`config.mk`:
```
export PLATFORM = sky130hd
export DESIGN_NAME = scratchpad_copy_engine
export DESIGN_NICKNAME = d
export VERILOG_FILES = /design/src/sce_pkg.sv /design/src/sce_scratch_mem.sv /design/src/sce_line_qualifier.sv /design/src/scratchpad_copy_engine.sv
export VERILOG_INCLUDE_DIRS = /design/src /design/src/src
export SDC_FILE = /design/constraint.sdc
export NUM_CORES = 1
export LEC_CHECK = 0
export BUFFER_PORTS_ARGS = -buffer_cell sky130_fd_sc_hd__buf_4
export CORE_MARGIN = 10
export CORE_UTILIZATION = 56
export CTS_CLUSTER_SIZE = 25
export DETAILED_ROUTE_END_ITERATION = 6
export GPL_TIMING_DRIVEN = 0
export HOLD_SLACK_MARGIN = 0.03
export PLACE_DENSITY = 0.76
export SETUP_SLACK_MARGIN = 0.2
export SYNTH_ARGS = -nofsm -noshare
export SYNTH_HDL_FRONTEND = slang
export SYNTH_HIERARCHICAL = 1
export SYNTH_SLANG_ARGS = --single-unit
```
`constraint.sdc`:
```
create_clock -name CLK_SYS_I -period 3.25 [get_ports CLK_SYS_I]
set_input_delay 0.65 -clock CLK_SYS_I [delete_from_list [all_inputs] [get_ports CLK_SYS_I]]
set_output_delay 0.65 -clock CLK_SYS_I [all_outputs]
set_load 0.02 [all_outputs]
```
`src/sce_params.svh`:
```
`ifndef SCE_PARAMS_SVH
`define SCE_PARAMS_SVH

// ==========================================================
// command codes
`define SCE_CMD_WRITE_SCRATCH 8'h0F
`define SCE_CMD_READ_SCRATCH 8'hAA
`define SCE_CMD_COPY_SCRATCH 8'h55

// ==========================================================
// control byte and its fields
`define SCE_CTRL_ADDR 16'h0201
`define SCE_CTRL_RESET 8'h00
`define SCE_CTRL_RTC_LOCK_BIT 0
`define SCE_CTRL_INTERVAL_LOCK_BIT 1
`define SCE_CTRL_CYCLE_LOCK_BIT 2
`define SCE_CTRL_READ_ONLY_BIT 3
`define SCE_CTRL_CRYSTAL_RUN_BIT 4
`define SCE_CTRL_LINE_GATED_BIT 5
`define SCE_CTRL_MANUAL_HALT_BIT 6
`define SCE_CTRL_EDGE_DELAY_BIT 7
`define SCE_CTRL_LOCK_MSB 2
`define SCE_CTRL_GUARD_MSB 3
`define SCE_CTRL_FREE_LSB 4

// ==========================================================
// target address and end status layout, lock arming count
`define SCE_OFFSET_MSB 4
`define SCE_PAGE_LSB 5
`define SCE_SCRATCH_LAST 5'h1F
`define SCE_ADDR_RESET 8'h00
`define SCE_LOCK_SEQ_ARM 2'h2

// ==========================================================
// timing
`define SCE_CLK_PERIOD_NS 4
`define SCE_EDGE_LONG_DELAY_MS 123
`define SCE_EDGE_SHORT_DELAY_US 3500
`define SCE_COPY_TIME_NS 30000
`define SCE_EDGE_LONG_CYCLES (`SCE_EDGE_LONG_DELAY_MS * 1000000 / `SCE_CLK_PERIOD_NS)
`define SCE_EDGE_SHORT_CYCLES (`SCE_EDGE_SHORT_DELAY_US * 1000 / `SCE_CLK_PERIOD_NS)
`define SCE_COPY_CYCLES (`SCE_COPY_TIME_NS / `SCE_CLK_PERIOD_NS)

`endif

```
`src/sce_pkg.sv`:
```
package sce_pkg;
	typedef logic [7:0] byte_t;
	typedef logic [15:0] addr_t;
	typedef enum logic [3:0] {
		ST_IDLE,
		ST_ADDR_LOW,
		ST_ADDR_HIGH,
		ST_WRITE_DATA,
		ST_READ_SCRATCH,
		ST_AUTH,
		ST_COPYING,
		ST_COPY_DONE,
		ST_IGNORE
	} cmd_state_e;
endpackage

```
`src/sce_scratch_mem.sv`:
```
`timescale 1ns/100ps
module sce_scratch_mem #(
	parameter int AW = 5,
	parameter int DW = 8
) (
	input wire logic clk_i,
	input wire logic we_i,
	input wire logic [AW-1:0] waddr_i,
	input wire logic [DW-1:0] wdata_i,
	input wire logic [AW-1:0] raddr_i,
	output logic [DW-1:0] rdata_o
);
	// ==========================================================
	// storage, read data registered
	logic [DW-1:0] mem [0:(1<<AW)-1];

	always_ff @(posedge clk_i)
	begin
		if (we_i)
		begin
			mem[waddr_i] <= wdata_i;
		end
	end

	always_ff @(posedge clk_i)
	begin
		rdata_o <= mem[raddr_i];
	end
endmodule

```
`src/sce_line_qualifier.sv`:
```
`timescale 1ns/100ps
module sce_line_qualifier #(
	parameter int unsigned LONG_CYCLES = 30750000,
	parameter int unsigned SHORT_CYCLES = 875000
) (
	input wire logic clk_i,
	input wire logic rst_n_i,
	input wire logic line_i,
	input wire logic long_sel_i,
	output logic qual_o,
	output logic fall_o
);
	// ==========================================================
	// a change is accepted only after it held for the full delay
	logic [31:0] cnt_reg;
	logic [31:0] limit;

	assign limit = long_sel_i ? 32'(LONG_CYCLES) : 32'(SHORT_CYCLES);

	always_ff @(posedge clk_i or negedge rst_n_i)
	begin
		if (!rst_n_i)
		begin
			cnt_reg <= 32'h0;
			qual_o <= 1'b0;
			fall_o <= 1'b0;
		end
		else
		begin
			fall_o <= 1'b0;
			if (line_i == qual_o)
			begin
				cnt_reg <= 32'h0;
			end
			else if (cnt_reg + 32'h1 >= limit)
			begin
				cnt_reg <= 32'h0;
				qual_o <= line_i;
				fall_o <= ~line_i;
			end
			else
			begin
				cnt_reg <= cnt_reg + 32'h1;
			end
		end
	end
endmodule

```
`src/scratchpad_copy_engine.sv`:
```
`timescale 1ns/100ps
`include "sce_params.svh"
module scratchpad_copy_engine #(
	parameter int unsigned LONG_DELAY_CYCLES = `SCE_EDGE_LONG_CYCLES,
	parameter int unsigned SHORT_DELAY_CYCLES = `SCE_EDGE_SHORT_CYCLES,
	parameter int unsigned COPY_CYCLES = `SCE_COPY_CYCLES
) (
	input wire logic CLK_SYS_I,
	input wire logic RST_N_I,
	input wire logic PORT_RESET_N_I,
	input wire sce_pkg::byte_t RX_BYTE_I,
	input wire logic RX_VALID_I,
	input wire logic RX_PARTIAL_I,
	input wire logic TX_REQ_I,
	output sce_pkg::byte_t TX_BYTE_O,
	output logic TX_VALID_O,
	output logic COPY_BUSY_O,
	output logic MEM_WR_EN_O,
	output sce_pkg::addr_t MEM_ADDR_O,
	output sce_pkg::byte_t MEM_WR_DATA_O,
	input wire logic LINE_I,
	input wire logic ALARM_RTC_I,
	input wire logic ALARM_INTERVAL_I,
	input wire logic ALARM_CYCLE_I,
	output sce_pkg::byte_t CONTROL_O,
	output sce_pkg::addr_t TARGET_ADDR_O,
	output sce_pkg::byte_t END_STATUS_O,
	output logic EXPIRED_O,
	output logic ROM_ONLY_O,
	output logic CRYSTAL_RUN_O,
	output logic TIMER_COUNT_EN_O,
	output logic CYCLE_COUNT_INC_O
);
	import sce_pkg::*;

	// ==========================================================
	// declarations
	cmd_state_e state_reg;
	byte_t target_addr_low_reg;
	byte_t target_addr_high_reg;
	byte_t ctrl_reg;
	logic [4:0] ending_offset_reg;
	logic partial_byte_flag_reg;
	logic overflow_flag_reg;
	logic auth_accepted_flag_reg;
	logic [4:0] wr_pos_reg;
	logic full_reg;
	logic [1:0] idx_reg;
	logic auth_bad_reg;
	logic [5:0] rd_pos_reg;
	logic [4:0] cp_pos_reg;
	logic cp_phase_reg;
	logic cp_bytes_done_reg;
	logic cp_covered_reg;
	logic [31:0] cp_timer_reg;
	logic [1:0] lock_seq_reg;
	logic expired_reg;
	byte_t sp_rdata;
	logic [4:0] sp_raddr;
	logic sp_we;
	logic rx_take;
	logic cmd_take;
	logic auth_last;
	logic auth_ok;
	logic cp_step;
	logic cp_finish;
	logic line_qual;
	logic line_fall;
	addr_t cp_addr;

	// ==========================================================
	// decoding shared by several processes
	function automatic byte_t status_byte(input logic aa, input logic ovf, input logic pf, input logic [4:0] e);
		return {aa, ovf, pf, e};
	endfunction

	function automatic logic any_lock(input byte_t c);
		return |c[`SCE_CTRL_LOCK_MSB:`SCE_CTRL_RTC_LOCK_BIT];
	endfunction

	function automatic byte_t auth_expect(input logic [1:0] i, input byte_t lo, input byte_t hi, input byte_t es);
		byte_t r;
		r = es;
		if (i == 2'h0)
		begin
			r = lo;
		end
		else if (i == 2'h1)
		begin
			r = hi;
		end
		return r;
	endfunction

	// a ctrl byte arriving by copy; guarded bits freeze once locked, locks need the armed sequence
	function automatic byte_t ctrl_merge(input byte_t old, input byte_t d, input logic armed);
		byte_t r;
		r = old;
		if (any_lock(old))
		begin
			r[7:`SCE_CTRL_FREE_LSB] = d[7:`SCE_CTRL_FREE_LSB];
		end
		else
		begin
			r[7:`SCE_CTRL_READ_ONLY_BIT] = d[7:`SCE_CTRL_READ_ONLY_BIT];
			if (armed)
			begin
				r[`SCE_CTRL_LOCK_MSB:0] = d[`SCE_CTRL_LOCK_MSB:0];
			end
		end
		return r;
	endfunction

	// ==========================================================
	// combinational strobes
	assign rx_take = RX_VALID_I & PORT_RESET_N_I;
	assign cmd_take = (state_reg == ST_IDLE) & rx_take;
	assign auth_last = (state_reg == ST_AUTH) & rx_take & (idx_reg == 2'h2);
	assign auth_ok = auth_last & ~auth_bad_reg & (RX_BYTE_I == auth_expect(idx_reg, target_addr_low_reg,
		target_addr_high_reg, END_STATUS_O));
	assign sp_we = (state_reg == ST_WRITE_DATA) & rx_take & ~full_reg & ~overflow_flag_reg;
	assign sp_raddr = (state_reg == ST_COPYING) ? cp_pos_reg : rd_pos_reg[4:0];
	assign cp_step = (state_reg == ST_COPYING) & ~cp_bytes_done_reg & cp_phase_reg;
	assign cp_finish = (state_reg == ST_COPYING) & cp_bytes_done_reg & (cp_timer_reg + 32'h1 >= 32'(COPY_CYCLES));
	assign cp_addr = {target_addr_high_reg, target_addr_low_reg[7:`SCE_PAGE_LSB], cp_pos_reg};

	// ==========================================================
	// command sequencing
	always_ff @(posedge CLK_SYS_I or negedge RST_N_I)
	begin
		if (!RST_N_I)
		begin
			state_reg <= ST_IDLE;
			idx_reg <= 2'h0;
			auth_bad_reg <= 1'b0;
		end
		else if (!PORT_RESET_N_I && state_reg != ST_COPYING)
		begin
			state_reg <= ST_IDLE;
		end
		else
		begin
			unique case (state_reg)
				ST_IDLE:
				begin
					idx_reg <= 2'h0;
					auth_bad_reg <= 1'b0;
					if (cmd_take)
					begin
						if (expired_reg && !ctrl_reg[`SCE_CTRL_READ_ONLY_BIT])
						begin
							state_reg <= ST_IGNORE;
						end
						else if (RX_BYTE_I == `SCE_CMD_READ_SCRATCH)
						begin
							state_reg <= ST_READ_SCRATCH;
						end
						else if (expired_reg)
						begin
							state_reg <= ST_IGNORE;
						end
						else if (RX_BYTE_I == `SCE_CMD_WRITE_SCRATCH)
						begin
							state_reg <= ST_ADDR_LOW;
						end
						else if (RX_BYTE_I == `SCE_CMD_COPY_SCRATCH)
						begin
							state_reg <= ST_AUTH;
						end
						else
						begin
							state_reg <= ST_IGNORE;
						end
					end
				end
				ST_ADDR_LOW:
				begin
					if (rx_take)
					begin
						state_reg <= ST_ADDR_HIGH;
					end
				end
				ST_ADDR_HIGH:
				begin
					if (rx_take)
					begin
						state_reg <= ST_WRITE_DATA;
					end
				end
				ST_READ_SCRATCH:
				begin
					if (TX_REQ_I && idx_reg != 2'h3)
					begin
						idx_reg <= idx_reg + 2'h1;
					end
				end
				ST_AUTH:
				begin
					if (rx_take)
					begin
						idx_reg <= idx_reg + 2'h1;
						if (RX_BYTE_I != auth_expect(idx_reg, target_addr_low_reg, target_addr_high_reg, END_STATUS_O))
						begin
							auth_bad_reg <= 1'b1;
						end
						if (auth_last)
						begin
							state_reg <= auth_ok ? ST_COPYING : ST_IGNORE;
						end
					end
				end
				ST_COPYING:
				begin
					if (cp_finish)
					begin
						state_reg <= ST_COPY_DONE;
					end
				end
				ST_WRITE_DATA, ST_COPY_DONE, ST_IGNORE:
				begin
					state_reg <= state_reg;
				end
			endcase
		end
	end

	// ==========================================================
	// target address and end status
	always_ff @(posedge CLK_SYS_I or negedge RST_N_I)
	begin
		if (!RST_N_I)
		begin
			target_addr_low_reg <= `SCE_ADDR_RESET;
			target_addr_high_reg <= `SCE_ADDR_RESET;
			ending_offset_reg <= 5'h0;
			partial_byte_flag_reg <= 1'b0;
			overflow_flag_reg <= 1'b0;
			auth_accepted_flag_reg <= 1'b0;
			wr_pos_reg <= 5'h0;
			full_reg <= 1'b0;
		end
		else if (cmd_take && !expired_reg && RX_BYTE_I == `SCE_CMD_WRITE_SCRATCH)
		begin
			auth_accepted_flag_reg <= 1'b0;
			overflow_flag_reg <= 1'b0;
			partial_byte_flag_reg <= 1'b0;
		end
		else if (state_reg == ST_ADDR_LOW && rx_take)
		begin
			target_addr_low_reg <= RX_BYTE_I;
		end
		else if (state_reg == ST_ADDR_HIGH && rx_take)
		begin
			target_addr_high_reg <= RX_BYTE_I;
			wr_pos_reg <= target_addr_low_reg[`SCE_OFFSET_MSB:0];
			ending_offset_reg <= target_addr_low_reg[`SCE_OFFSET_MSB:0];
			full_reg <= 1'b0;
		end
		else if (state_reg == ST_WRITE_DATA && rx_take)
		begin
			if (full_reg || overflow_flag_reg)
			begin
				overflow_flag_reg <= 1'b1;
			end
			else
			begin
				ending_offset_reg <= wr_pos_reg;
				full_reg <= (wr_pos_reg == `SCE_SCRATCH_LAST);
				wr_pos_reg <= (wr_pos_reg == `SCE_SCRATCH_LAST) ? wr_pos_reg : wr_pos_reg + 5'h1;
			end
		end
		else if (state_reg == ST_WRITE_DATA && !PORT_RESET_N_I && RX_PARTIAL_I)
		begin
			if (full_reg || overflow_flag_reg)
			begin
				overflow_flag_reg <= 1'b1;
			end
			else
			begin
				partial_byte_flag_reg <= 1'b1;
				ending_offset_reg <= wr_pos_reg;
			end
		end
		else if (auth_ok)
		begin
			auth_accepted_flag_reg <= 1'b1;
		end
	end

	// ==========================================================
	// scratchpad read-back and busy answers
	always_ff @(posedge CLK_SYS_I or negedge RST_N_I)
	begin
		if (!RST_N_I)
		begin
			rd_pos_reg <= 6'h0;
			TX_BYTE_O <= 8'h00;
			TX_VALID_O <= 1'b0;
		end
		else
		begin
			TX_VALID_O <= TX_REQ_I && (state_reg == ST_READ_SCRATCH || state_reg == ST_COPYING ||
				state_reg == ST_COPY_DONE);
			if (cmd_take)
			begin
				rd_pos_reg <= {1'b0, target_addr_low_reg[`SCE_OFFSET_MSB:0]};
			end
			if (TX_REQ_I && state_reg == ST_READ_SCRATCH)
			begin
				unique case (idx_reg)
					2'h0: TX_BYTE_O <= target_addr_low_reg;
					2'h1: TX_BYTE_O <= target_addr_high_reg;
					2'h2: TX_BYTE_O <= END_STATUS_O;
					2'h3:
					begin
						TX_BYTE_O <= rd_pos_reg[5] ? 8'hFF : sp_rdata;
						rd_pos_reg <= rd_pos_reg[5] ? rd_pos_reg : rd_pos_reg + 6'h1;
					end
				endcase
			end
			else if (TX_REQ_I && state_reg == ST_COPYING)
			begin
				TX_BYTE_O <= 8'hFF;
			end
			else if (TX_REQ_I && state_reg == ST_COPY_DONE)
			begin
				TX_BYTE_O <= 8'h00;
			end
		end
	end

	// ==========================================================
	// copy engine; one byte every two cycles, held busy until the nominal copy time since the start has passed
	always_ff @(posedge CLK_SYS_I or negedge RST_N_I)
	begin
		if (!RST_N_I)
		begin
			cp_pos_reg <= 5'h0;
			cp_phase_reg <= 1'b0;
			cp_bytes_done_reg <= 1'b0;
			cp_covered_reg <= 1'b0;
			cp_timer_reg <= 32'h0;
			MEM_WR_EN_O <= 1'b0;
			MEM_ADDR_O <= 16'h0000;
			MEM_WR_DATA_O <= 8'h00;
			COPY_BUSY_O <= 1'b0;
		end
		else
		begin
			MEM_WR_EN_O <= cp_step;
			COPY_BUSY_O <= (state_reg == ST_COPYING) && !cp_finish;
			if (auth_ok)
			begin
				cp_pos_reg <= target_addr_low_reg[`SCE_OFFSET_MSB:0];
				cp_phase_reg <= 1'b0;
				cp_bytes_done_reg <= 1'b0;
				cp_covered_reg <= 1'b0;
				cp_timer_reg <= 32'h0;
				COPY_BUSY_O <= 1'b1;
			end
			else if (state_reg == ST_COPYING)
			begin
				cp_timer_reg <= cp_timer_reg + 32'h1;
				cp_phase_reg <= ~cp_phase_reg;
				if (cp_step)
				begin
					MEM_ADDR_O <= cp_addr;
					MEM_WR_DATA_O <= sp_rdata;
					cp_covered_reg <= cp_covered_reg | (cp_addr == `SCE_CTRL_ADDR);
					cp_bytes_done_reg <= (cp_pos_reg == ending_offset_reg);
					cp_pos_reg <= cp_pos_reg + 5'h1;
				end
			end
		end
	end

	// ==========================================================
	// control byte and lock arming
	always_ff @(posedge CLK_SYS_I or negedge RST_N_I)
	begin
		if (!RST_N_I)
		begin
			ctrl_reg <= `SCE_CTRL_RESET;
			lock_seq_reg <= 2'h0;
		end
		else
		begin
			if (cp_step && cp_addr == `SCE_CTRL_ADDR)
			begin
				ctrl_reg <= ctrl_merge(ctrl_reg, sp_rdata, lock_seq_reg == `SCE_LOCK_SEQ_ARM);
			end
			if (cmd_take && RX_BYTE_I == `SCE_CMD_WRITE_SCRATCH)
			begin
				lock_seq_reg <= 2'h0;
			end
			else if (cp_finish)
			begin
				lock_seq_reg <= (cp_covered_reg && lock_seq_reg != `SCE_LOCK_SEQ_ARM) ? lock_seq_reg + 2'h1 : 2'h0;
			end
		end
	end

	// ==========================================================
	// expiration and timekeeping steering
	always_ff @(posedge CLK_SYS_I or negedge RST_N_I)
	begin
		if (!RST_N_I)
		begin
			expired_reg <= 1'b0;
			EXPIRED_O <= 1'b0;
			ROM_ONLY_O <= 1'b0;
			CRYSTAL_RUN_O <= 1'b0;
			TIMER_COUNT_EN_O <= 1'b0;
			CYCLE_COUNT_INC_O <= 1'b0;
			CONTROL_O <= `SCE_CTRL_RESET;
			TARGET_ADDR_O <= 16'h0000;
			END_STATUS_O <= 8'h00;
		end
		else
		begin
			// expiry is permanent until power-down; nothing in software may clear it
			expired_reg <= expired_reg | (ctrl_reg[`SCE_CTRL_RTC_LOCK_BIT] & ALARM_RTC_I) |
				(ctrl_reg[`SCE_CTRL_INTERVAL_LOCK_BIT] & ALARM_INTERVAL_I) |
				(ctrl_reg[`SCE_CTRL_CYCLE_LOCK_BIT] & ALARM_CYCLE_I);
			EXPIRED_O <= expired_reg;
			ROM_ONLY_O <= expired_reg & ~ctrl_reg[`SCE_CTRL_READ_ONLY_BIT];
			CRYSTAL_RUN_O <= ctrl_reg[`SCE_CTRL_CRYSTAL_RUN_BIT];
			TIMER_COUNT_EN_O <= ctrl_reg[`SCE_CTRL_CRYSTAL_RUN_BIT] & (ctrl_reg[`SCE_CTRL_LINE_GATED_BIT] ?
				line_qual : ~ctrl_reg[`SCE_CTRL_MANUAL_HALT_BIT]);
			CYCLE_COUNT_INC_O <= line_fall & ctrl_reg[`SCE_CTRL_CRYSTAL_RUN_BIT];
			CONTROL_O <= ctrl_reg;
			TARGET_ADDR_O <= {target_addr_high_reg, target_addr_low_reg};
			END_STATUS_O <= status_byte(auth_accepted_flag_reg, overflow_flag_reg, partial_byte_flag_reg,
				ending_offset_reg);
		end
	end

	// ==========================================================
	// instances
	sce_scratch_mem #(
		.AW(5),
		.DW(8)
	) u_mem (
		.clk_i(CLK_SYS_I),
		.we_i(sp_we),
		.waddr_i(wr_pos_reg),
		.wdata_i(RX_BYTE_I),
		.raddr_i(sp_raddr),
		.rdata_o(sp_rdata)
	);

	sce_line_qualifier #(
		.LONG_CYCLES(LONG_DELAY_CYCLES),
		.SHORT_CYCLES(SHORT_DELAY_CYCLES)
	) u_qual (
		.clk_i(CLK_SYS_I),
		.rst_n_i(RST_N_I),
		.line_i(LINE_I),
		.long_sel_i(ctrl_reg[`SCE_CTRL_EDGE_DELAY_BIT]),
		.qual_o(line_qual),
		.fall_o(line_fall)
	);
endmodule

```
## After elaboration in Yosys (flattened, before gate mapping)

Memories as Yosys holds them, arrays and structs flattened. A register that Yosys moved wholly into a read port is not among the register bits.
Index checks and enable logic that the tools add are counted.

| word-level totals | value |
|---|---|
| memories kept | 1 |
| word-level logic and storage cells | 272 |
| output and inout bits | 72 |
| register bits after elaboration | 200 |
| bits in writable memories | 256 |

Memory list:

| memory | words | width | read ports | clocked after Yosys merged registers in | write ports | line | source |
|---|---|---|---|---|---|---|---|
| u_mem.mem | 32 | 8 | 1 | 1 | 1 | sce_scratch_mem.sv:15 | `logic [DW-1:0] mem [0:(1<<AW)-1];` |

| operators by class | value |
|---|---|
| $lt $le $gt $ge | 2 |
| $add $sub $neg | 7 |
| reductions and logical operators | 56 |
| bitwise operators | 37 |
| equal/unequal tests | 40 |
| muxes and demuxes | 89 |

Operators by type and width:

| cell | number |
|---|---|
| $mux 32 | 4 |
| $mux 8 | 9 |
| $add 32x1->32 const B | 2 |
| $mux 5 | 12 |
| $mux 4 | 13 |
| $mux 1 | 37 |
| $ge 32x13->1 const B | 1 |
| $ge 32x32->1 | 1 |
| $pmux 8 s4 | 1 |
| $mux 25 | 1 |
| $mux 6 | 4 |
| $ne 2x2->1 const B | 11 |
| $pmux 4 s5 | 1 |
| $and 1x1->1 | 19 |
| $logic_and 1x1->1 | 18 |
| $eq 16x10->1 const B | 1 |
| $eq 4x3->1 const B | 4 |
| $reduce_and 3->1 | 5 |
| $reduce_and 5->1 | 3 |
| $not 1->1 | 14 |
| $reduce_bool 2->1 | 7 |
| $ne 3x3->1 const B | 4 |
| $reduce_and 4->1 | 3 |
| $reduce_bool 3->1 | 4 |
| other kinds (30) | 52 |

## Longest topological paths before layout

Gate-level depths: netlist of run 1.

| logic depth | value |
|---|---|
| word-level depth | 11 |
| depth in mapped cells | 15 |
| gate-level depth less buffers | 13 |

## By module

Netlist of run 1, hierarchy kept.

By module, submodules not included:

| module | instances | area an instance (µm²) | cells each |
|---|---|---|---|
| sce_scratch_mem | 1 | 10,053.4 | 417 |
| scratchpad_copy_engine | 1 | 8,210.4 | 873 |
| sce_line_qualifier | 1 | 2,184.6 | 222 |

## Worst setup path after synthesis of run 1

OpenSTA, ideal clock, no wires.

| timing | value |
|---|---|
| path type | reg-to-reg |
| from | register state_reg[3] |
| to | register u_mem.rdata_o[0], read port of u_mem.mem |
| data arrival time | 3.123 ns |
| required time | 3.129 ns |
| path slack | 0.007 ns |
| buffers on the path | 4 |
| cell stages (with the launch flop) | 12 |
| period minus slack after synthesis | 3.243 ns |
| cell sequence | dfrtp_1 > nand2b_1 > nor2_1 > clkbuf_1 > clkbuf_1 > nand2_1 > nand2_1 > clkbuf_1 > clkbuf_1 > mux4_2 > mux4_2 > mux2_2 |

| between the ends | value |
|---|---|
| cells in the longest elaborated chain, start to end | 2 |

Ends and longest elaborated chain:

| element | line | source |
|---|---|---|
| start, declared | scratchpad_copy_engine.sv:38 | `cmd_state_e state_reg;` |
| start signal, assigned | scratchpad_copy_engine.sv:208 | `state_reg <= auth_ok ? ST_COPYING : ST_IGNORE;` |
| start signal, assigned | scratchpad_copy_engine.sv:221 | `state_reg <= state_reg;` |
| $eq 4x3->1 | scratchpad_copy_engine.sv:122 | `assign sp_raddr = (state_reg == ST_COPYING) ? cp_pos_reg : rd_pos_reg[4:0];` |
| $mux 5 | scratchpad_copy_engine.sv:122 |  |
| net sp_raddr[2] | scratchpad_copy_engine.sv:59 | `logic [4:0] sp_raddr;` |
| end, declared | sce_scratch_mem.sv:11 | `output logic [DW-1:0] rdata_o` |

The timed path passes the listed nets, and every way through them passes these cells.
A chain may end at the register's enable or synchronous reset.

## Worst setup path after layout of run 1

| timing | value |
|---|---|
| from | register u_qual.cnt_reg[0] |
| to | register u_qual.cnt_reg[21] |

| between the ends | value |
|---|---|
| cells in the longest elaborated chain, start to end | 4 |

Ends and longest elaborated chain:

| element | line | source |
|---|---|---|
| start, declared | sce_line_qualifier.sv:15 | `logic [31:0] cnt_reg;` |
| start signal, assigned | sce_line_qualifier.sv:43 | `cnt_reg <= cnt_reg + 32'h1;` |
| $add 32x1->32 * | sce_line_qualifier.sv:35, sce_line_qualifier.sv:43 |  |
| $ge 32x32->1 | sce_line_qualifier.sv:35 | `else if (cnt_reg + 32'h1 >= limit)` |
| $mux 32 * | sce_line_qualifier.sv:35 |  |
| $mux 32 * | sce_line_qualifier.sv:31 | `if (line_i == qual_o)` |

Mark *: on every way between the ends. The rest lies on a longest branch, timed or not.

==> results of run 1 <==
[kinds of logic after synthesis]
kind of cell | share of synthesized area [%]
buf+inv | 2.64
flops | 62.7
mux | 10.6
simple gates | 14.1
compound gates | 5.31
other cells | 0.0183
fa+ha+maj | 1.47
xor+xnor | 3.17
[worst register-to-register path, delay by kind of cell (launching register included)]
family                   cells  cell delay [ns]
XOR/XNOR                     1             0.17
AO/OA/AOI/OAI                3             0.91
buffers and inverters        3             0.43
AND/OR/NAND/NOR              6             0.90
flip-flops                   1             0.39
adder cells (fa/ha/maj)      2             0.51
[synthesized netlist by cell type, types with 24 or more instances]
| cell type | n |
|---|---|
| mux4_2 | 80 |
| nand4_1 | 32 |
| nand2_1 | 202 |
| xnor2_1 | 45 |
| nor2b_1 | 29 |
| dfrtp_1 | 199 |
| ha_1 | 24 |
| a21oi_1 | 41 |
| inv_1 | 24 |
| clkbuf_1 | 26 |
| o21ai_0 | 42 |
| nor2_1 | 149 |
| edfxtp_1 | 256 |
| xor2_1 | 29 |
| nand3_1 | 30 |
[report_power, final]
group | leakage [uW] | internal (uW) | total (uW) | switching, uW
sequential | 0.00490 | 6340 | 6520 | 178
combinational | 0.00407 | 1210 | 2380 | 1160
clock | 0.000784 | 3340 | 5610 | 2280
total | 0.00975 | 10900 | 14500 | 3620
[area by class of cell]
class | instances | area share, %
Tap cell | 461 | 2.33
Antenna cell | 1 | 0.0101
Clock inverter | 25 | 1.07
Buffer | 73 | 2.71
Clock buffer | 63 | 5.49
Sequential cell | 463 | 51.8
Multi-Input combinational cell | 956 | 30.3
Timing Repair Buffer | 164 | 5.94
Inverter | 25 | 0.379
[what timing repair did]
item / CTS / global route
resized for setup: 114 / 60
buffers inserted: 53 / 14
setup endpoints to repair: 333 / 335
cloned: 6 / 1
pin swaps: 20 / 18
hold buffers: 0 / 0
[path summary, 6_finish.rpt]
kind / slack [ns] / endpoint / start / depth (start not counted)
max in group asynchronous: 2.21 / target_addr_low_reg[4]$_DFFE_PN0P_ / RST_N_I / 2
min reg2reg: 0.38 / END_STATUS_O[5]$_DFF_PN0_ / partial_byte_flag_reg$_DFFE_PN0P_ / 0
max: -0.20 / u_qual/cnt_reg[21]$_DFF_PN0_ / u_qual/cnt_reg[0]$_DFF_PN0_ / 15
min: 0.12 / u_qual/cnt_reg[3]$_DFF_PN0_ / RST_N_I / 1
max reg2reg: -0.20 / u_qual/cnt_reg[21]$_DFF_PN0_ / u_qual/cnt_reg[0]$_DFF_PN0_ / 15
min in group CLK_SYS_I: 0.25 / u_qual/fall_o$_DFF_PN0_ / LINE_I / 2
[layer usage]
| metal | share of wire [%] | global-route usage (%) |
|---|---|---|
| met1 | 40 | 31.8 |
| met2 | 48 | 36.3 |
| met3 | 9.1 | 4.32 |
| met4 | 3.1 | 8.14 |
| met5 | 0 | 0 |
[through the flow]
| stage | TNS [ns] | instance area [sq um] |
|---|---|---|
| final | -4.16 | 24800 |
| after global routing | -7.64 | 24800 |
| after CTS | 0 | 24400 |
| after detailed placement | -74.73 | 21800 |
| after global placement | -50.80 | 21700 |
| after floorplan | 0 | 20500 |
==> impl_metrics.py, run 1 <==
metrics = {
    "placed_design": {
        "post-place-ws_ns": -1.02,
        "dp.cells": 2069,
        "dp_hpwl_mm": 32.4,
        "port_buffers": 89,
        "place.gp.congestion": 0.925,
    },
    "critical_path": {
        "crit_chain": "ha_4 > buf_6 > and4_1 > buf_6 > nand4_1 > xnor2_2 > ha_1 > nand2_2 > a2111o_1 > o22ai_2 > nand3_2 > a2111oi_4 > nand3b_4 > clkbuf_16 > nor2_1",
        "required_ns": 3.71,
        "critPathMaxFanout": 6,
        "cp_num_buf_inv": 3,
        "path_delay_family": "compound AO/OA/AOI/OAI gates",
        "crit_slowest_cell": "a2111oi_4",
        "cp_slowest_stage_delay_ns": 0.47,
        "path_class": "reg -> reg",
        "critPathLaunchType": "flip-flop",
        "crit_arrival_ns": 3.91,
        "critPathCaptureType": "flip-flop",
        "crit_top_cell": "buf_6",
    },
    "finish": {
        "layout.nets": 1773,
        "n_fill_cell": 2312,
        "area_growth_pct": 21.1,
        "largest_register_ff_count": 256,
        "layout_commonest_cell": "edfxtp_1",
        "seqCellArea_sq_um": 12800,
        "final_core_util_pct": 69.1,
        "instances_no_fill": 2231,
        "multi_input_area_sq_um": 7490,
        "layout_common_cells": "256 x edfxtp_1, 197 x nand2_1, 192 x dfrtp_1",
        "drive_gt1_share_pct": 28.4,
    },
    "drt": {
        "avgViaCountPerCell": 6.20,
        "first_pass_iters": 5,
        "drc_errors": 0,
        "vias": 13800,
        "detail_route.wl_per_cell_microns": 23.5,
        "first_iter_violations": 1439,
        "antenna_left": 0,
        "wirelength_mm": 52.5,
    },
    "power": {
        "power_density_nw_per_um2": 586,
        "finalPower_uw": 14500,
        "irDropWorstVdd_mv": 0.481,
        "p_leak_uw": 0.00975,
    },
    "global_route": {
        "antenna_found_initial": 1,
        "grt_pass1_wl_mm": 79.4,
        "grt_pass1_vias": 13500,
        "grt_max_degree": 115,
        "grt_use_total_pct": 23.1,
        "grt_overflow": 0,
    },
    "status": {
        "violations": "setup timing",
        "outcome": "finished with violations",
    },
    "synthesis": {
        "synth_top_cell_area_share_pct": 37.6,
        "synth_cell_types": 96,
        "synth_area_leader_cell": "edfxtp_1",
        "yosys_warnings": 6,
        "synth_flop_cell": "edfxtp_1",
        "synthesis.instances": 1512,
        "ys_seq_area_share_pct": 62.7,
        "synth_area_sq_um": 20400,
        "syn_avg_cell_area_sq_um": 13.5,
        "synth_seq_cells": 463,
        "synth_edf_count": 256,
        "yosys-top-cells-area": "edfxtp_1 38%, dfrtp_1 24%, mux4_2 8.8%",
        "async_flop_share_pct": 43.0,
    },
    "clock_tree": {
        "cts_sinks": 463,
        "cts.reportedPaths.clkPinSlew_ns": 0.06,
        "clock_tree.buffer_depth": 3,
        "clk_latency_ns": 0.59,
        "cts.htree.levels": 2,
        "cts_buffers": 48,
        "cts_root_buf": "clkbuf_16",
        "cts_tree": "done",
    },
    "sta": {
        "hold_viol": 0,
        "whs_ns": 0.122,
        "rsz0062_at_grt": "true",
        "worst_slack_ns": -0.203,
        "report.final.slew_viol_count": 0,
        "setup_viol": 25,
        "worstMarginPinSlew_ns": 0.953,
        "clock-skew-final_ns": 0.0172,
        "max_freq_mhz": 290,
        "fin_crit_sh_pct": 106,
        "period_minus_slack_ns": 3.45,
        "relSlewSlack_pct": 36.2,
    },
    "run": {
        "maxCapViolCount": 0,
    },
    "die": {
        "die_w_microns": 211,
        "ioPinCount": 90,
        "die_y_microns": 211,
        "die_area_sq_um": 44600,
        "core_area_sq_um": 35800,
        "rows": 69,
        "start_util_pct": 57.1,
    },
    "hold_path": {
        "min_path_type": "in -> async",
    },
}
(Power assumes the default switching activity.)
==> run 2: changes to the inputs <==
--- a/config.mk
+++ b/config.mk
@@ -8,12 +8,11 @@
 export LEC_CHECK = 0
 export BUFFER_PORTS_ARGS = -buffer_cell sky130_fd_sc_hd__buf_4
 export CORE_MARGIN = 10
-export CORE_UTILIZATION = 56
+export CORE_UTILIZATION = 35
 export CTS_CLUSTER_SIZE = 25
 export DETAILED_ROUTE_END_ITERATION = 6
 export GPL_TIMING_DRIVEN = 0
 export HOLD_SLACK_MARGIN = 0.03
-export PLACE_DENSITY = 0.76
 export SETUP_SLACK_MARGIN = 0.2
 export SYNTH_ARGS = -nofsm -noshare
 export SYNTH_HDL_FRONTEND = slang
==> impl_metrics.py, run 2 (synthesized netlist as in run 1, its figures left out) <==
metrics = {
    "status": {
        "outcome": "finished with violations",
        "violations": "setup timing",
    },
    "drt": {
        "first_iter_violations": 1151,
        "routed.top_layer": "met4",
        "drc_errors": 0,
        "dr_wl_met3_mm": 3.68,
        "wirelength_mm": 53.6,
        "antenna_left": 0,
        "m1WireLength_mm": 23.6,
        "avgViaCountPerCell": 5.30,
        "first_pass_iters": 6,
        "detail_route.wl_per_cell_microns": 21.3,
        "vias": 13300,
        "met2_length_mm": 24.9,
    },
    "power": {
        "p_leak_uw": 0.00958,
        "power_density_nw_per_um2": 572,
        "irDropWorstVdd_mv": 0.464,
    },
    "sta": {
        "clock-skew-final_ns": 0.0232,
        "worstMarginPinSlew_ns": 0.986,
        "period_minus_slack_ns": 3.32,
        "max_freq_mhz": 301,
        "worst_slack_ns": -0.0738,
        "hold_viol": 0,
        "rsz0062_at_grt": "true",
        "setup_viol": 25,
        "tns_ns": -0.931,
        "relSlewSlack_pct": 34.2,
        "fin_crit_sh_pct": 102,
        "report.final.slew_viol_count": 0,
    },
    "finish": {
        "antenna_cells": 0,
        "area_growth_pct": 21.9,
        "drive_gt1_share_pct": 28.0,
        "layout_commonest_cell": "edfxtp_1",
        "layout.nets": 1755,
        "n_fill_cell": 5241,
        "multi_input_area_sq_um": 7550,
        "largest_register_ff_count": 256,
        "seqCellArea_sq_um": 12800,
        "layout_common_cells": "256 x edfxtp_1, 197 x nand2_1, 192 x dfrtp_1",
    },
    "run": {
        "maxCapViolCount": 0,
    },
    "global_route": {
        "grt_pass1_vias": 13600,
        "grt_use_total_pct": 15.5,
        "grt_overflow": 0,
        "grt_pass1_wl_mm": 81.8,
        "antenna_found_initial": 0,
        "grt_max_degree": 102,
    },
    "placed_design": {
        "place.gp.congestion": 0.883,
        "port_buffers": 89,
        "dp_hpwl_mm": 35.3,
        "post-place-ws_ns": -1.15,
    },
    "clock_tree": {
        "cts_buffers": 49,
        "cts.reportedPaths.clkPinSlew_ns": 0.06,
        "clk_latency_ns": 0.59,
        "clock_tree.buffer_depth": 3,
        "cts_tree": "done",
        "cts_root_buf": "clkbuf_16",
        "cts_sinks": 463,
        "cts.htree.levels": 2,
    },
    "critical_path": {
        "critPathLaunchType": "flip-flop",
        "required_ns": 3.76,
        "critPathCaptureType": "flip-flop",
        "path_class": "reg -> reg",
        "crit_arrival_ns": 3.83,
        "critPathMaxFanout": 5,
    },
    "hold_path": {
        "min_path_type": "in -> async",
    },
    "die": {
        "core_area_sq_um": 57800,
        "start_util_pct": 35.4,
        "die_y_microns": 262,
        "die_w_microns": 262,
        "die_area_sq_um": 68500,
        "rows": 88,
        "ioPinCount": 90,
    },
}
-- run 2: cell types whose count changed in the layout (fill, tap and decap cells not counted), moves of 4 or more --
cell      previous run  this run
nor2_4              10        16
nor2_1             128       121
clkinv_1             7         3
clkbuf_8            10         6
buf_4              153       144
clkbuf_1            19        25
-- run 2: final timing paths --
| check | startpoint | endpoint | slack (ns) | cells past startpoint |
|---|---|---|---|---|
| max | u_qual/cnt_reg[1]$_DFF_PN0_ | u_qual/cnt_reg[14]$_DFF_PN0_ | -0.07 | 16 |
| max in group asynchronous | RST_N_I | cp_timer_reg[0]$_DFFE_PN0P_ | 2.15 | 2 |
| min | RST_N_I | u_qual/cnt_reg[3]$_DFF_PN0_ | 0.11 | 1 |
| max reg2reg | u_qual/cnt_reg[1]$_DFF_PN0_ | u_qual/cnt_reg[14]$_DFF_PN0_ | -0.07 | 16 |
| min in group CLK_SYS_I | LINE_I | u_qual/fall_o$_DFF_PN0_ | 0.25 | 2 |
| min reg2reg | auth_accepted_flag_reg$_DFFE_PN0P_ | END_STATUS_O[7]$_DFF_PN0_ | 0.38 | 0 |
-- run 2: worst max-delay path, cell delays in order, from the launching register on --
cell and delay (ns):
dfrtp_1 0.40, ha_4 0.18, nand4_1 0.25, nor3_4 0.23, nand4_1 0.16, xnor2_1 0.24, ha_1 0.29, a21o_1 0.17
a21o_1 0.19, a21oi_2 0.16, o221ai_2 0.11, nor3_2 0.19, buf_4 0.16, nand3b_4 0.12, buf_12 0.17, buf_12 0.13
nor2b_1 0.10
-- run 2: stage by stage --
step | cell area, sq um | hold WS [ns] | std cells | power [uW] | utilization [%]
2_1_floorplan | 20500 | 0.354 | 1518 | 7830 | -
3_3_place_gp | 22100 | 0.366 | 2372 | 8550 | 38.3
3_5_place_dp | 22100 | 0.369 | 2373 | 8590 | 38.3
4_1_cts | 24600 | 0.111 | 2504 | 14300 | 42.6
5_1_grt | 24900 | 0.163 | 2514 | 14800 | 43.1
6_report | 24900 | 0.114 | 2514 | 14200 | 43.1
-- run 2: final cells by class --
class / count / share of cell area [%]
inverter: 25 / 0.377
clock inverter: 20 / 0.753
tap: 765 / 3.84
sequential: 463 / 51.5
buffer: 74 / 2.72
clock buffer: 67 / 5.52
multi-input combinational: 956 / 30.3
timing repair buffer: 144 / 4.98
-- run 2: layer usage --
| layer | track usage (%) | up-vias |
|---|---|---|
| li1 | - | 5978 |
| met1 | 21.4 | 6799 |
| met2 | 24.8 | 454 |
| met3 | 2.72 | 100 |
| met4 | 4.30 | 0 |
| met5 | 0 | - |
-- run 2: what timing repair did --
| action | CTS | global route |
|---|---|---|
| endpoints found under the setup margin | 338 | 326 |
| cloned | 5 | 0 |
| gates resized for setup | 123 | 63 |
| pin swaps | 18 | 8 |
| hold buffers | 0 | 0 |
| buffers inserted | 39 | 10 |
-- run 2: report_power, final --
group,internal [uW],leakage (uW),switching (uW)
clock,3190,0.000767,2270
sequential,6340,0.00490,163
combinational,1120,0.00391,1160
==> run 3: changes to the inputs <==
--- a/config.mk
+++ b/config.mk
@@ -13,7 +13,7 @@
 export DETAILED_ROUTE_END_ITERATION = 6
 export GPL_TIMING_DRIVEN = 0
 export HOLD_SLACK_MARGIN = 0.03
-export SETUP_SLACK_MARGIN = 0.2
+export SETUP_SLACK_MARGIN = 0.4
 export SYNTH_ARGS = -nofsm -noshare
 export SYNTH_HDL_FRONTEND = slang
 export SYNTH_HIERARCHICAL = 1
==> impl_metrics.py, run 3 (synthesized netlist as in run 1, its figures left out) <==
metrics = {
    "finish": {
        "largest_register_ff_count": 256,
        "layout_common_cells": "256 x edfxtp_1, 196 x nand2_1, 190 x dfrtp_1",
        "antenna_cells": 0,
        "layout_commonest_cell": "edfxtp_1",
        "area_growth_pct": 24.3,
        "layout.nets": 1783,
        "drive_gt1_share_pct": 29.8,
    },
    "clock_tree": {
        "cts.reportedPaths.clkPinSlew_ns": 0.06,
        "cts_tree": "done",
        "cts_buffers": 50,
        "hold_buffers": 0,
        "cts_sinks": 463,
        "cts.htree.levels": 2,
        "clock_tree.buffer_depth": 3,
        "cts_root_buf": "clkbuf_16",
        "clk_latency_ns": 0.60,
    },
    "placed_design": {
        "place.gp.congestion": 0.877,
        "port_buffers": 89,
        "post-place-ws_ns": -0.522,
        "dp_hpwl_mm": 35.3,
    },
    "die": {
        "rows": 88,
        "die_area_sq_um": 68500,
        "ioPinCount": 90,
        "start_util_pct": 35.4,
        "core_area_sq_um": 57800,
        "die_y_microns": 262,
        "die_w_microns": 262,
    },
    "global_route": {
        "grt_overflow": 0,
        "grt_max_degree": 115,
        "grt_pass1_wl_mm": 82.3,
        "grt_pass1_vias": 13400,
        "antenna_found_initial": 0,
        "grt_use_total_pct": 15.6,
    },
    "drt": {
        "first_pass_iters": 5,
        "detail_route.wl_per_cell_microns": 21.3,
        "avgViaCountPerCell": 5.21,
        "wirelength_mm": 54.2,
        "vias": 13300,
        "drc_errors": 0,
        "antenna_left": 0,
        "first_iter_violations": 1051,
    },
    "sta": {
        "relSlewSlack_pct": 44.6,
        "hold_viol": 0,
        "worst_slack_ns": 0.0280,
        "fin_crit_sh_pct": 99.1,
        "period_minus_slack_ns": 3.22,
        "report.final.slew_viol_count": 0,
        "clock-skew-final_ns": 0.0199,
        "tns_ns": 0,
        "max_freq_mhz": 310,
        "rsz0062_at_grt": "true",
        "worstMarginPinSlew_ns": 0.828,
        "setup_viol": 0,
    },
    "critical_path": {
        "crit_slowest_cell": "dfrtp_2",
        "crit_top_cell": "a21o_1",
        "critPathMaxFanout": 4,
        "required_ns": 3.72,
        "cp_slowest_stage_delay_ns": 0.42,
        "path_class": "reg -> reg",
        "critPathCaptureType": "flip-flop",
        "crit_arrival_ns": 3.69,
        "critPathLaunchType": "flip-flop",
        "r2r_cells": 14,
        "crit_chain": "nand4_4 > or2_4 > nor3_4 > nand4_1 > xnor2_2 > ha_1 > a21o_1 > a21o_1 > a21oi_2 > o221ai_2 > nor3_2 > buf_4 > nor2b_4 > mux2_4",
    },
    "power": {
        "power_density_nw_per_um2": 579,
        "p_leak_uw": 0.00984,
        "irDropWorstVdd_mv": 0.369,
    },
    "status": {
        "outcome": "finished clean",
    },
    "run": {
        "maxCapViolCount": 0,
    },
    "hold_path": {
        "min_path_type": "in -> async",
    },
}
run 3: final cells by class:
| class | instances | area (sq um) |
|---|---|---|
| clock buffers | 65 | 1380 |
| fillers | 5188 | 32400 |
| well taps | 765 | 957 |
| repair buffers | 171 | 1490 |
| clock inverters | 26 | 289 |
| plain buffers | 74 | 718 |
| inverters | 25 | 93.8 |
| multi-input cells | 956 | 7650 |
| flip-flops and latches | 463 | 12800 |
run 3: layer usage:
layer	vias up	GRT usage (%)	routed length [microns]
li1	6058	-	-
met1	6774	21.2	23600
met2	367	25.4	26100
met3	71	2.62	3310
met4	0	4.78	1230
met5	-	0	0
run 3: power by group:
| part | switching, uW | internal [uW] | leakage [uW] |
|---|---|---|---|
| logic | 1190 | 1240 | 0.00413 |
| clock network | 2330 | 3450 | 0.000816 |
| registers | 167 | 6340 | 0.00489 |
run 3: worst max-delay path, delay by kind of cell (launching register included):
family                   cells  cell delay [ns]
AND/OR/NAND/NOR              6             1.15
buffers and inverters        1             0.16
multiplexers                 1             0.30
XOR/XNOR                     1             0.21
AO/OA/AOI/OAI                4             0.56
adder cells (fa/ha/maj)      1             0.31
flip-flops                   1             0.42
run 3: path summary, 6_finish.rpt:
path                       slack [ns]                      endpoint                               start
max                              0.03     u_qual/qual_o$_DFFE_PN0P_        u_qual/cnt_reg[13]$_DFF_PN0_
min                              0.05   u_qual/cnt_reg[7]$_DFF_PN0_                             RST_N_I
max reg2reg                      0.03     u_qual/qual_o$_DFFE_PN0P_        u_qual/cnt_reg[13]$_DFF_PN0_
min reg2reg                      0.38     END_STATUS_O[7]$_DFF_PN0_  auth_accepted_flag_reg$_DFFE_PN0P_
max in group asynchronous        2.16  MEM_WR_DATA_O[2]$_DFFE_PN0P_                             RST_N_I
min in group CLK_SYS_I           0.24       u_qual/fall_o$_DFF_PN0_                              LINE_I
run 3: what timing repair did:
item | 4_1_cts | 5_1_grt
gates cloned | 6 | 0
setup endpoints to repair | 363 | 334
setup buffers | 45 | 30
pin swaps | 23 | 20
gates resized for setup | 131 | 56
run 3: per-stage QoR:
step	total power (uW)	hold slack (ns)	util [%]	instance area, sq um	instances
global route	15300	0.0915	44.0	25400	2545
global placement	8650	0.368	38.5	22200	2372
finish	14700	0.0530	44.0	25400	2545
floorplan	7910	0.354	-	20600	1518
CTS	14800	0.0680	43.2	25000	2515
detailed placement	8680	0.366	38.5	22300	2373
